==> config.mk <==
export PLATFORM = sky130hd
export DESIGN_NAME = power_mode_clock_manager
export DESIGN_NICKNAME = d
export VERILOG_FILES = /design/src/rtl/power_mode_clock_manager.v
export VERILOG_INCLUDE_DIRS = /design/src /design/src/rtl
export SDC_FILE = /design/constraint.sdc
export NUM_CORES = 1
export LEC_CHECK = 0
export BUFFER_PORTS_ARGS = -buffer_cell sky130_fd_sc_hd__buf_2
export CAP_MARGIN = 30
export CORE_MARGIN = 2
export CORE_UTILIZATION = 55
export CTS_CLUSTER_SIZE = 8
export DETAILED_ROUTE_END_ITERATION = 12
export PLACE_DENSITY = 0.87
export SETUP_SLACK_MARGIN = 0.15
export SLEW_MARGIN = 30
export SYNTH_ARGS = -nofsm -noshare
export SYNTH_HDL_FRONTEND = slang
export SYNTH_SLANG_ARGS = --single-unit
==> constraint.sdc <==
create_clock -name pclk -period 3.1 [get_ports pclk]
set_input_delay 0.155 -clock pclk [delete_from_list [all_inputs] [get_ports pclk]]
set_output_delay 0.155 -clock pclk [all_outputs]
set_load 0.05 [all_outputs]
==> src/rtl/pwr_clk_defines.vh <==
// Constants for the power mode and clock manager: register map,
// field positions, reset values, mode codes and counts.
// Assumes inclusion by bare name from the rtl folder.
`ifndef PWR_CLK_DEFINES_VH
`define PWR_CLK_DEFINES_VH

// ----------------------------------------
// Register byte offsets
// ----------------------------------------
`define OFS_PLL_CTRL 8'h00
`define OFS_DIVIDE 8'h04
`define OFS_MODE 8'h08
`define OFS_REGULATOR 8'h0c
`define OFS_LOCK_COUNT 8'h10
`define OFS_STATUS 8'h14

// ----------------------------------------
// Field positions
// ----------------------------------------
`define PLL_SKIP_BIT 0
`define MULT_LSB 1
`define MULT_MSB 5
`define SYSDIV_LSB 0
`define SYSDIV_MSB 3
`define COREDIV_LSB 4
`define COREDIV_MSB 5
`define MODE_CMD_LSB 0
`define MODE_CMD_MSB 1
`define REG_LEVEL_LSB 0
`define REG_LEVEL_MSB 4
`define REG_DISABLE_BIT 5
`define REG_BYPASS_BIT 6
`define STAT_LOCKED_BIT 8
`define STAT_MACT_LSB 16
`define STAT_MACT_MSB 20
`define LOCK_LSB 0
`define LOCK_MSB 15

// ----------------------------------------
// Reset values
// ----------------------------------------
`define MULT_RESET 5'h0a
`define SYSDIV_RESET 4'h5
`define COREDIV_RESET 2'h0
`define REG_LEVEL_RESET 5'h0a
`define LOCK_COUNT_RESET 16'h0200

// ----------------------------------------
// Operating modes and mode commands
// ----------------------------------------
`define MODE_FULL_ON 2'h0
`define MODE_ACTIVE 2'h1
`define MODE_SLEEP 2'h2
`define MODE_DEEP_SLEEP 2'h3
`define CMD_SLEEP 2'h1
`define CMD_DEEP_SLEEP 2'h2

// ----------------------------------------
// Regulator step size
// ----------------------------------------
`define REG_STEP_MV 50

`endif

==> src/rtl/power_mode_clock_manager.v <==
// Power mode and clock manager: mode machine, PLL model, dividers,
// regulator setting, APB register slave.
// Assumes an APB master on pclk; wake and input clock pins are asynchronous.
//
// The register addresses and the APB slave port were decided locally.
`timescale 1ns/1ns
`default_nettype none
`include "pwr_clk_defines.vh"

// Summary of operation
// - Power-up enters full-on mode: PLL enabled and not bypassed.
// - Active mode bypasses PLL; clocks come straight from the input clock.
// - New multiplier applies only after the lock wait counter expires.
// - Active mode still grants system DMA to level-one memory.
// - Sleep gates core clock, keeps PLL and system clock running.
// - Interrupt in sleep wakes to full-on, or active when bypass set.
// - Sleep refuses system DMA to level-one memory.
// - Deep sleep gates core and system clocks and disables the PLL.
// - Only reset or RTC interrupt leaves deep sleep, into full-on.
// - Deep sleep blocks RTC access to internal and external resources.
// - Regulator level in 50 mV steps; can be disabled and bypassed.
// - Multiplier 1 to 31, reset default ten, changeable at runtime.
// - Peripherals are clocked from the system clock, not the core clock.
// - System clock divides PLL output by the four-bit field value.
// - System divider limited to one through fifteen.
// - System divider writes apply without waiting for PLL lock.
// - Core divider field selects one, two, four or eight.
module power_mode_clock_manager (
  // APB
  input wire pclk,
  input wire presetn,
  input wire psel,
  input wire penable,
  input wire pwrite,
  input wire [7:0] paddr,
  input wire [31:0] pwdata,
  output reg [31:0] prdata,
  output reg pready,
  output reg pslverr,
  // Clock input and wake events (asynchronous)
  input wire input_clk_pin,
  input wire wake_irq,
  input wire rtc_wake_irq,
  input wire reset_wake_irq,
  // Access requests
  input wire dma_req,
  input wire rtc_access_req,
  output reg dma_grant,
  output reg rtc_access_grant,
  // Generated clocks
  output reg core_clk,
  output reg system_clk,
  // PLL and regulator controls
  output reg pll_enable,
  output reg pll_bypass,
  output reg [4:0] regulator_level,
  output reg regulator_enable,
  output reg regulator_bypass,
  output reg [1:0] op_mode
);

  localparam FULL_ON = `MODE_FULL_ON;
  localparam ACTIVE = `MODE_ACTIVE;
  localparam SLEEP = `MODE_SLEEP;
  localparam DEEP_SLEEP = `MODE_DEEP_SLEEP;

  // ----------------------------------------
  // Functions
  // ----------------------------------------
  function [3:0] core_ratio;
    input [1:0] sel;
    begin
      case (sel)
        2'h0: core_ratio = 4'h1;
        2'h1: core_ratio = 4'h2;
        2'h2: core_ratio = 4'h4;
        default: core_ratio = 4'h8;
      endcase
    end
  endfunction

  // ----------------------------------------
  // Input synchronisers
  // ----------------------------------------
  reg [1:0] refclk_sync, irq_sync, rtc_sync, rst_sync, rtcreq_sync;
  reg refclk_prev;
  wire refclk_edge = refclk_sync[1] ^ refclk_prev;

  always @(posedge pclk or negedge presetn) begin
    if (!presetn) begin
      refclk_sync <= 2'h0;
      irq_sync <= 2'h0;
      rtc_sync <= 2'h0;
      rst_sync <= 2'h0;
      rtcreq_sync <= 2'h0;
      refclk_prev <= 1'b0;
    end else begin
      refclk_sync <= {refclk_sync[0], input_clk_pin};
      irq_sync <= {irq_sync[0], wake_irq};
      rtc_sync <= {rtc_sync[0], rtc_wake_irq};
      rst_sync <= {rst_sync[0], reset_wake_irq};
      rtcreq_sync <= {rtcreq_sync[0], rtc_access_req};
      refclk_prev <= refclk_sync[1];
    end
  end

  // ----------------------------------------
  // Registers
  // ----------------------------------------
  reg skip_bit;
  reg [4:0] mult_req, mult_act;
  reg [3:0] sys_sel;
  reg [1:0] core_sel;
  reg [15:0] lock_count, lock_wait_counter;
  reg locked;
  reg [1:0] mode, next_mode;

  wire apb_write = psel & penable & pready & pwrite;
  wire wr_pll = apb_write && paddr == `OFS_PLL_CTRL;
  wire wr_div = apb_write && paddr == `OFS_DIVIDE;
  wire wr_mode = apb_write && paddr == `OFS_MODE;
  wire wr_reg = apb_write && paddr == `OFS_REGULATOR;
  wire wr_lock = apb_write && paddr == `OFS_LOCK_COUNT;
  wire [4:0] wr_mult = pwdata[`MULT_MSB:`MULT_LSB];
  wire [3:0] wr_sys_sel = pwdata[`SYSDIV_MSB:`SYSDIV_LSB];
  wire [1:0] wr_cmd = pwdata[`MODE_CMD_MSB:`MODE_CMD_LSB];

  always @(posedge pclk or negedge presetn) begin
    if (!presetn) begin
      skip_bit <= 1'b0;
      mult_req <= `MULT_RESET;
      sys_sel <= `SYSDIV_RESET;
      core_sel <= `COREDIV_RESET;
      lock_count <= `LOCK_COUNT_RESET;
      regulator_level <= `REG_LEVEL_RESET;
      regulator_enable <= 1'b1;
      regulator_bypass <= 1'b0;
    end else begin
      if (wr_pll) begin
        skip_bit <= pwdata[`PLL_SKIP_BIT];
        if (wr_mult != 5'h00)
          mult_req <= wr_mult;
      end
      if (wr_div) begin
        if (wr_sys_sel != 4'h0)
          sys_sel <= wr_sys_sel;
        core_sel <= pwdata[`COREDIV_MSB:`COREDIV_LSB];
      end
      if (wr_reg) begin
        regulator_level <= pwdata[`REG_LEVEL_MSB:`REG_LEVEL_LSB];
        regulator_enable <= ~pwdata[`REG_DISABLE_BIT];
        regulator_bypass <= pwdata[`REG_BYPASS_BIT];
      end
      if (wr_lock)
        lock_count <= pwdata[`LOCK_MSB:`LOCK_LSB];
    end
  end

  // ----------------------------------------
  // Lock wait and multiplier hand-over
  // ----------------------------------------
  always @(posedge pclk or negedge presetn) begin
    if (!presetn) begin
      mult_act <= `MULT_RESET;
      lock_wait_counter <= 16'h0000;
      locked <= 1'b1;
    end else if (wr_pll && wr_mult != 5'h00) begin
      lock_wait_counter <= lock_count;
      locked <= 1'b0;
    end else if (!locked) begin
      if (lock_wait_counter == 16'h0000) begin
        mult_act <= mult_req;
        locked <= 1'b1;
      end else
        lock_wait_counter <= lock_wait_counter - 16'h0001;
    end
  end

  // ----------------------------------------
  // Operating mode machine
  // ----------------------------------------
  always @* begin
    next_mode = mode;
    case (mode)
      FULL_ON, ACTIVE: begin
        if (wr_mode && wr_cmd == `CMD_SLEEP)
          next_mode = SLEEP;
        else if (wr_mode && wr_cmd == `CMD_DEEP_SLEEP)
          next_mode = DEEP_SLEEP;
        else
          next_mode = skip_bit ? ACTIVE : FULL_ON;
      end
      SLEEP: begin
        if (irq_sync[1] | rtc_sync[1] | rst_sync[1])
          next_mode = skip_bit ? ACTIVE : FULL_ON;
      end
      DEEP_SLEEP: begin
        if (rtc_sync[1] | rst_sync[1])
          next_mode = FULL_ON;
      end
      default: next_mode = FULL_ON;
    endcase
  end

  always @(posedge pclk or negedge presetn) begin
    if (!presetn)
      mode <= FULL_ON;
    else
      mode <= next_mode;
  end

  // ----------------------------------------
  // PLL model and clock source
  // ----------------------------------------
  // Pclk edges stand in for VCO half periods; in bypass both pin edges tick.
  // Multiplier is reported, not synthesised, since pclk is the fastest clock.
  wire src_tick = pll_bypass ? refclk_edge : pll_enable;
  wire core_run = mode == FULL_ON || mode == ACTIVE;
  wire sys_run = mode != DEEP_SLEEP;

  always @(posedge pclk or negedge presetn) begin
    if (!presetn) begin
      pll_enable <= 1'b1;
      pll_bypass <= 1'b0;
      op_mode <= FULL_ON;
    end else begin
      // Keeps ticking until both clocks end low, else they would freeze high
      pll_enable <= next_mode != DEEP_SLEEP || core_clk || system_clk;
      pll_bypass <= next_mode == ACTIVE;
      op_mode <= next_mode;
    end
  end

  // ----------------------------------------
  // Glitch-free dividers
  // ----------------------------------------
  // Output toggles every N source ticks; a new N is latched only on a
  // toggle, so no half period is ever cut short.
  reg [3:0] core_cnt, core_div, sys_cnt, sys_div;

  always @(posedge pclk or negedge presetn) begin
    if (!presetn) begin
      core_cnt <= 4'h0;
      core_div <= core_ratio(`COREDIV_RESET);
      core_clk <= 1'b0;
    end else if (src_tick && (core_clk || core_run)) begin
      if (core_cnt >= core_div - 4'h1) begin
        core_cnt <= 4'h0;
        core_clk <= ~core_clk;
        core_div <= core_ratio(core_sel);
      end else
        core_cnt <= core_cnt + 4'h1;
    end
  end

  // All peripherals take system_clk; core_clk never feeds them.
  always @(posedge pclk or negedge presetn) begin
    if (!presetn) begin
      sys_cnt <= 4'h0;
      sys_div <= `SYSDIV_RESET;
      system_clk <= 1'b0;
    end else if (src_tick && (system_clk || sys_run)) begin
      if (sys_cnt >= sys_div - 4'h1) begin
        sys_cnt <= 4'h0;
        system_clk <= ~system_clk;
        sys_div <= sys_sel;
      end else
        sys_cnt <= sys_cnt + 4'h1;
    end
  end

  // ----------------------------------------
  // Access grants
  // ----------------------------------------
  always @(posedge pclk or negedge presetn) begin
    if (!presetn) begin
      dma_grant <= 1'b0;
      rtc_access_grant <= 1'b0;
    end else begin
      dma_grant <= dma_req && core_run;
      rtc_access_grant <= rtcreq_sync[1] && mode != DEEP_SLEEP;
    end
  end

  // ----------------------------------------
  // APB slave
  // ----------------------------------------
  // One wait state keeps pready registered.
  reg [31:0] rd_value;
  reg rd_hit;

  always @* begin
    rd_value = 32'h0000_0000;
    rd_hit = 1'b1;
    case (paddr)
      `OFS_PLL_CTRL: begin
        rd_value[`PLL_SKIP_BIT] = skip_bit;
        rd_value[`MULT_MSB:`MULT_LSB] = mult_req;
      end
      `OFS_DIVIDE: begin
        rd_value[`SYSDIV_MSB:`SYSDIV_LSB] = sys_sel;
        rd_value[`COREDIV_MSB:`COREDIV_LSB] = core_sel;
      end
      `OFS_MODE: rd_value[`MODE_CMD_MSB:`MODE_CMD_LSB] = mode;
      `OFS_REGULATOR: begin
        rd_value[`REG_LEVEL_MSB:`REG_LEVEL_LSB] = regulator_level;
        rd_value[`REG_DISABLE_BIT] = ~regulator_enable;
        rd_value[`REG_BYPASS_BIT] = regulator_bypass;
      end
      `OFS_LOCK_COUNT: rd_value[`LOCK_MSB:`LOCK_LSB] = lock_count;
      `OFS_STATUS: begin
        rd_value[`MODE_CMD_MSB:`MODE_CMD_LSB] = mode;
        rd_value[`STAT_LOCKED_BIT] = locked;
        rd_value[`STAT_MACT_MSB:`STAT_MACT_LSB] = mult_act;
      end
      default: rd_hit = 1'b0;
    endcase
  end

  always @(posedge pclk or negedge presetn) begin
    if (!presetn) begin
      pready <= 1'b0;
      pslverr <= 1'b0;
      prdata <= 32'h0000_0000;
    end else if (psel && penable && !pready) begin
      pready <= 1'b1;
      pslverr <= ~rd_hit;
      prdata <= pwrite ? 32'h0000_0000 : rd_value;
    end else begin
      pready <= 1'b0;
      pslverr <= 1'b0;
      prdata <= 32'h0000_0000;
    end
  end

endmodule
`default_nettype wire

==> impl_metrics.json, run 1 <==
{
  "outcome": "finished clean",
  "fill_cells": 608,
  "via_count": 4221,
  "die_w_um": 103,
  "synth.distinct_cells": 59,
  "critical_path_arrival_ns": 3.01,
  "p_leak_nw": 3.08,
  "path_max_fanout": 11,
  "regArea_sq_mm": 0.00290,
  "worst_skew_pair.late_latency_ns": 0.52,
  "synth-seq-cells": 115,
  "core-area_sq_mm": 0.00933,
  "clock-sinks": 115,
  "grt_usage": 0.267,
  "fin_crit_ns": 2.63,
  "p_comb_frac": 0.145,
  "syn_avg_cell_area_sq_um": 11.3,
  "ios": 100,
  "rsz0062_at_grt": "no",
  "drt_iter0_drc": 361,
  "area_growth_pct": 24.2,
  "cts_buffers": 17,
  "ys_warn_count": 0,
  "grt_pass1_wl_mm": 21.3,
  "cts_setup_buffers": 0,
  "gp_congestion": 0.865,
  "synth-main-ff-cell": "dfrtp_1",
  "routedWlPerCell_um": 18.4,
  "hpwl_mm": 7.60,
  "cap_violations": 0,
  "cts_resized": 0,
  "cell_internal_pwr_w": 0.00315,
  "ant_nets": 0,
  "grt_pass1_vias": 4225,
  "hold_path_class": "in -> reg",
  "switching_share": 0.280,
  "setup_viol": 0,
  "report.final.slew_viol_count": 0,
  "hold_viol": 0,
  "required_ns": 3.48,
  "port_buffers": 72,
  "netlist_instances": 473,
  "syn_area_sq_mm": 0.00534,
  "crit_path_end_kind": "flop",
  "overflow": 0,
  "seq_area_frac_synth": 0.542,
  "p_sw_w": 0.00122,
  "fin_tns_setup_ns": 0,
  "multi_input_area_sq_mm": 0.00223,
  "clock_power_share": 0.468,
  "start_kind": "flop",
  "path_clk_slew_ns": 0.06,
  "max_freq_mhz": 380,
  "initial_core_util": 0.573,
  "postLayoutCellArea_sq_mm": 0.00664,
  "seq_power_share": 0.387,
  "nNetsFinal": 643,
  "clk_path_buf_depth": 2,
  "fin_crit_sh": 0.849,
  "h-tree-depth": 4,
  "ir_drop_uv": 378,
  "drive_above_1_share": 0.288,
  "relSlewSlack": 0.395,
  "drt_wl_total_mm": 13.2,
  "synthArstFlopShare": 1.00,
  "die_area_sq_mm": 0.0105,
  "skew_ns": 0.0105,
  "tightest_slew_ns": 0.901,
  "tritoncts": "built",
  "root_buffer": "clkbuf_8",
  "final_cell_mix": "dfrtp_1 (100), buf_2 (71), nand2_1 (37)",
  "viasPerCell": 5.86,
  "crit_type": "reg -> reg",
  "die_height_um": 103,
  "grt_max_degree": 61,
  "antenna_found_initial": 0,
  "n_antenna_cell": 0,
  "postPlaceCellArea_sq_mm": 0.00578,
  "synth_edf_count": 0,
  "drc": 0,
  "p_per_area_mw_per_mm2": 659,
  "dr.pass1.iters": 5,
  "rows": 35,
  "final_common_cell": "dfrtp_1"
}
==> critical path, cell delays in order, from the launching register on <==
cell	delay, ns
dfstp_2	0.55
inv_1	0.07
ha_1	0.20
xnor2_1	0.13
ha_1	0.28
o21a_1	0.18
o2bb2ai_1	0.66
nor2_1	0.22
xor2_1	0.21
==> path summary, 6_finish.rpt <==
| kind | from | slack [ns] | end | cells past startpoint |
|---|---|---|---|---|
| worst max-delay path | core_div[0]$_DFFE_PN1P_ | 0.47 | core_clk$_DFFE_PN0P_ | 8 |
| worst min-delay path | pwdata[0] | 0.03 | sys_sel[0]$_DFFE_PN1P_ | 2 |
| worst max register to register | core_div[0]$_DFFE_PN1P_ | 0.47 | core_clk$_DFFE_PN0P_ | 8 |
| worst min register to register | rst_sync[0]$_DFF_PN0_ | 0.35 | rst_sync[1]$_DFF_PN0_ | 0 |
| max in group asynchronous | presetn | 2.00 | mult_req[1]$_DFFE_PN1P_ | 3 |
| min in group asynchronous | presetn | 0.25 | core_cnt[3]$_DFFE_PN0P_ | 2 |
==> timing repair <==
action,CTS,global route
hold buffers,24,0
setup endpoints to repair,0,0
endpoints found under the hold margin,84,0
==> power groups by stage <==
stage | Sequential [W] | Clock, W | Combinational (W)
after CTS | 0.00169 | 0.00206 | 0.000626
after detailed placement | 0.00171 | 0 | 0.000591
after floorplan | 0.00175 | 0 | 0.000384
after global placement | 0.00171 | 0 | 0.000544
after global routing | 0.00170 | 0.00213 | 0.000700
final | 0.00169 | 0.00205 | 0.000633
==> state kept, by name (all words and copies together), names as in the netlist, 4 cells and up <==
register and count:
core_cnt 4, core_div 4, lock_count 16, lock_wait_counter 16, mult_act 5, mult_req 5
prdata 21, regulator_level 5, sys_cnt 4, sys_div 4, sys_sel 4
==> metal layers <==
metal / wire (um) / track usage / part of all wire
met1: 5210 / 0.337 / 0.39
met5: 0 / 0 / 0
met2: 6650 / 0.444 / 0.50
met4: 361 / 0.109 / 0.027
met3: 1000 / 0.0678 / 0.076
==> area by class of cell <==
| class | count | area share |
|---|---|---|
| Sequential cell | 115 | 0.436 |
| Multi-Input combinational cell | 321 | 0.337 |
| Timing Repair Buffer | 102 | 0.0976 |
| Clock buffer | 18 | 0.0630 |
| Clock inverter | 14 | 0.0302 |
| Tap cell | 129 | 0.0243 |
| Inverter | 21 | 0.0119 |
==> Yosys cell counts, types with 4 or more instances <==
master	instances	share of area
ha_1	14	0.033
nand2_1	37	0.026
nor3_1	7	0.0066
or3_1	4	0.0047
mux2i_1	8	0.015
inv_1	21	0.015
nor2_1	35	0.025
dfrtp_1	100	0.47
a22o_1	6	0.0098
mux2_4	10	0.028
mux2_2	23	0.048
clkbuf_1	8	0.0056
nand3_1	9	0.0084
xnor2_1	9	0.015
o21ai_0	16	0.015
nor2b_1	8	0.0094
a21oi_1	33	0.031
and2_1	15	0.018
dfstp_2	15	0.074
nand2b_1	5	0.0059
buf_2	4	0.0037
o22ai_1	7	0.0082
xor2_1	10	0.016
buf_4	11	0.015
o31ai_1	6	0.0084
nand4_1	5	0.0059
==> metrics by stage <==
stage          setup slack [ns]  power [W]  utilization  std cells  hold slack (ns)
2_1_floorplan             0.908    0.00213            -        483           -0.141
3_3_place_gp              0.661    0.00225        0.620        664            0.251
3_5_place_dp              0.620    0.00230        0.620        664            0.264
4_1_cts                   0.570    0.00437        0.712        720           0.0136
5_1_grt                   0.395    0.00454        0.712        720           0.0343
6_report                  0.469    0.00437        0.712        720           0.0313
==> cell families (layout without fill, tap and decap cells) <==
family,count (synthesis),after routing,share of synthesized area
xor gates and xnor gates,19,19,0.0311
other,1,11,0.000702
buffers and inverters,47,155,0.0466
muxes,41,41,0.0916
DFF,115,115,0.542
adders and majority gates,14,14,0.0328
AOI/OAI and AO/OA,88,88,0.104
and+or+nand+nor,148,148,0.151
(Power assumes the default switching activity.)
==> run 2, diff against run 1 <==
clock period = 2.73 ns   (was 3.1 ns; I/O delays follow)
==> run 2 against run 1 <==
Net effect: worst hold slack improved by 0.023 ns; critical path depth fell by 1; clock power rose by 19%; sequential power rose by 15%; die area did not move; register-to-register slack got worse by 0.15 ns; clock skew fell by 0.0027 ns; flip-flop and latch count did not move; final cell count rose by 0.69%; count of clock-buffer cells in the layout rose by 3; combinational power rose by 21%; critical path type is now in -> reg.
==> impl_metrics.json, run 2 (same netlist as run 1, synthesis figures left out) <==
{
  "tritoncts": "built",
  "core-area_sq_mm": 0.00933,
  "overflow": 0,
  "drive_above_1_share": 0.289,
  "crit_path_end_kind": "flop",
  "port_buffers": 72,
  "required_ns": 3.10,
  "largest_reg_flops": 21,
  "grt_pass1_vias": 4280,
  "fin_tns_setup_ns": 0,
  "p_per_area_mw_per_mm2": 765,
  "hold_viol": 0,
  "die_height_um": 103,
  "grt_pass1_wl_mm": 21.4,
  "hold_path_class": "in -> reg",
  "cts_buffers": 17,
  "fin_crit_sh": 0.896,
  "h-tree-depth": 4,
  "n_antenna_cell": 0,
  "drt_wl_total_mm": 12.9,
  "tightest_slew_ns": 0.963,
  "start_kind": "input port",
  "rows": 35,
  "grt_max_degree": 59,
  "final_common_cell": "dfrtp_1",
  "multi_input_area_sq_mm": 0.00224,
  "dp_cells": 667,
  "timing.final.ws_setup_ns": 0.285,
  "nNetsFinal": 648,
  "ant_nets": 0,
  "area_growth_pct": 25.7,
  "dr.pass1.iters": 5,
  "clk_path_buf_depth": 2,
  "largest_register": "prdata",
  "root_buffer": "clkbuf_8",
  "clock-sinks": 115,
  "reg_top3": "prdata (21), lock_count (16), lock_wait_counter (16)",
  "top_usage_layer": "met2",
  "regArea_sq_mm": 0.00290,
  "drc": 0,
  "routedWlPerCell_um": 17.9,
  "fill_cells": 579,
  "met3_usage": 0.0854,
  "whs_ns": 0.0543,
  "fin_crit_ns": 2.44,
  "via_count": 4172,
  "setup_viol": 0,
  "drt_iter0_drc": 379,
  "pre_cts_ws_ns": 0.316,
  "cap_violations": 0,
  "crit_type": "in -> reg",
  "report.final.slew_viol_count": 0,
  "grt_use_met2": 0.429,
  "die_w_um": 103,
  "ir_drop_uv": 458,
  "met1_usage": 0.340,
  "path_clk_slew_ns": 0.06,
  "hpwl_mm": 8.41,
  "viasPerCell": 5.75,
  "final_cell_mix": "dfrtp_1 (100), buf_2 (71), nand2_1 (37)",
  "outcome": "finished clean",
  "grt_usage": 0.269,
  "max_freq_mhz": 409,
  "antenna_found_initial": 0,
  "finalPower_w": 0.00513,
  "critical_path_arrival_ns": 2.81,
  "fin_cells": 725,
  "skew_ns": 0.00785,
  "initial_core_util": 0.573,
  "regToRegSetupSlack_ns": 0.32,
  "gp_congestion": 0.894,
  "p_leak_nw": 3.13,
  "worst_skew_pair.late_latency_ns": 0.52,
  "path_max_fanout": 10,
  "relSlewSlack": 0.353,
  "ios": 100,
  "die_area_sq_mm": 0.0105,
  "rsz0062_at_grt": "no"
}
run 2: changes by cell type in the layout (fill, tap and decap cells not counted), sizes merged:
| cell | before | now |
|---|---|---|
| inv | 25 | 21 |
| clkinv | 3 | 4 |
| clkinvlp | 3 | 1 |
| buf | 78 | 81 |
| bufinv | 4 | 6 |
| clkbuf | 18 | 21 |
| dlygate4sd3 | 24 | 26 |
run 2: timing repair:
item / in CTS / in global routing
buffers inserted: 0 / 0
hold buffers: 26 / 0
resized for setup: 0 / 1
endpoints found under the setup margin: 0 / 1
endpoints found under the hold margin: 84 / 0
run 2: area by class of cell:
class	instances	share of cell area
Sequential cell	115	0.431
Multi-Input combinational cell	321	0.334
Timing Repair Buffer	107	0.103
Clock buffer	21	0.0654
Clock inverter	11	0.0309
Tap cell	129	0.0240
Inverter	21	0.0117
run 2: final timing paths:
path	end	start	depth (start not counted)
max	prdata[8]$_DFF_PN0_	penable	7
min	sys_sel[1]$_DFFE_PN0P_	pwdata[1]	2
max reg2reg	sys_div[3]$_DFFE_PN0P_	sys_div[0]$_DFFE_PN1P_	7
min reg2reg	rtc_sync[1]$_DFF_PN0_	rtc_sync[0]$_DFF_PN0_	0
max in group asynchronous	lock_count[9]$_DFFE_PN1P_	presetn	3
min in group asynchronous	rtc_sync[0]$_DFF_PN0_	presetn	2
run 2: stage by stage:
step | utilization | cell area (sq um)
6_report | 0.720 | 6720
5_1_grt | 0.720 | 6720
4_1_cts | 0.719 | 6710
3_5_place_dp | 0.622 | 5800
3_3_place_gp | 0.622 | 5800
2_1_floorplan | - | 5380
run 2: power by group:
part	switching, W	internal [W]
Sequential	0.000120	0.00182
Clock	0.000750	0.00168
Combinational	0.000483	0.000284
run 2: critical path: stages:
cell and delay (ns):
dlygate4sd3_1 0.52, buf_2 0.11, nand2_1 0.04, dlygate4sd3_1 0.55, or2_2 0.29, or4_1 0.66, nor4b_1 0.50
run 2: metal layers:
metal	routed length, um	part of all wire	vias to the layer above
li1	-	-	1854
met1	5290	0.41	2076
met2	6470	0.50	195
met3	796	0.061	47
met4	391	0.030	0
met5	0	0	-
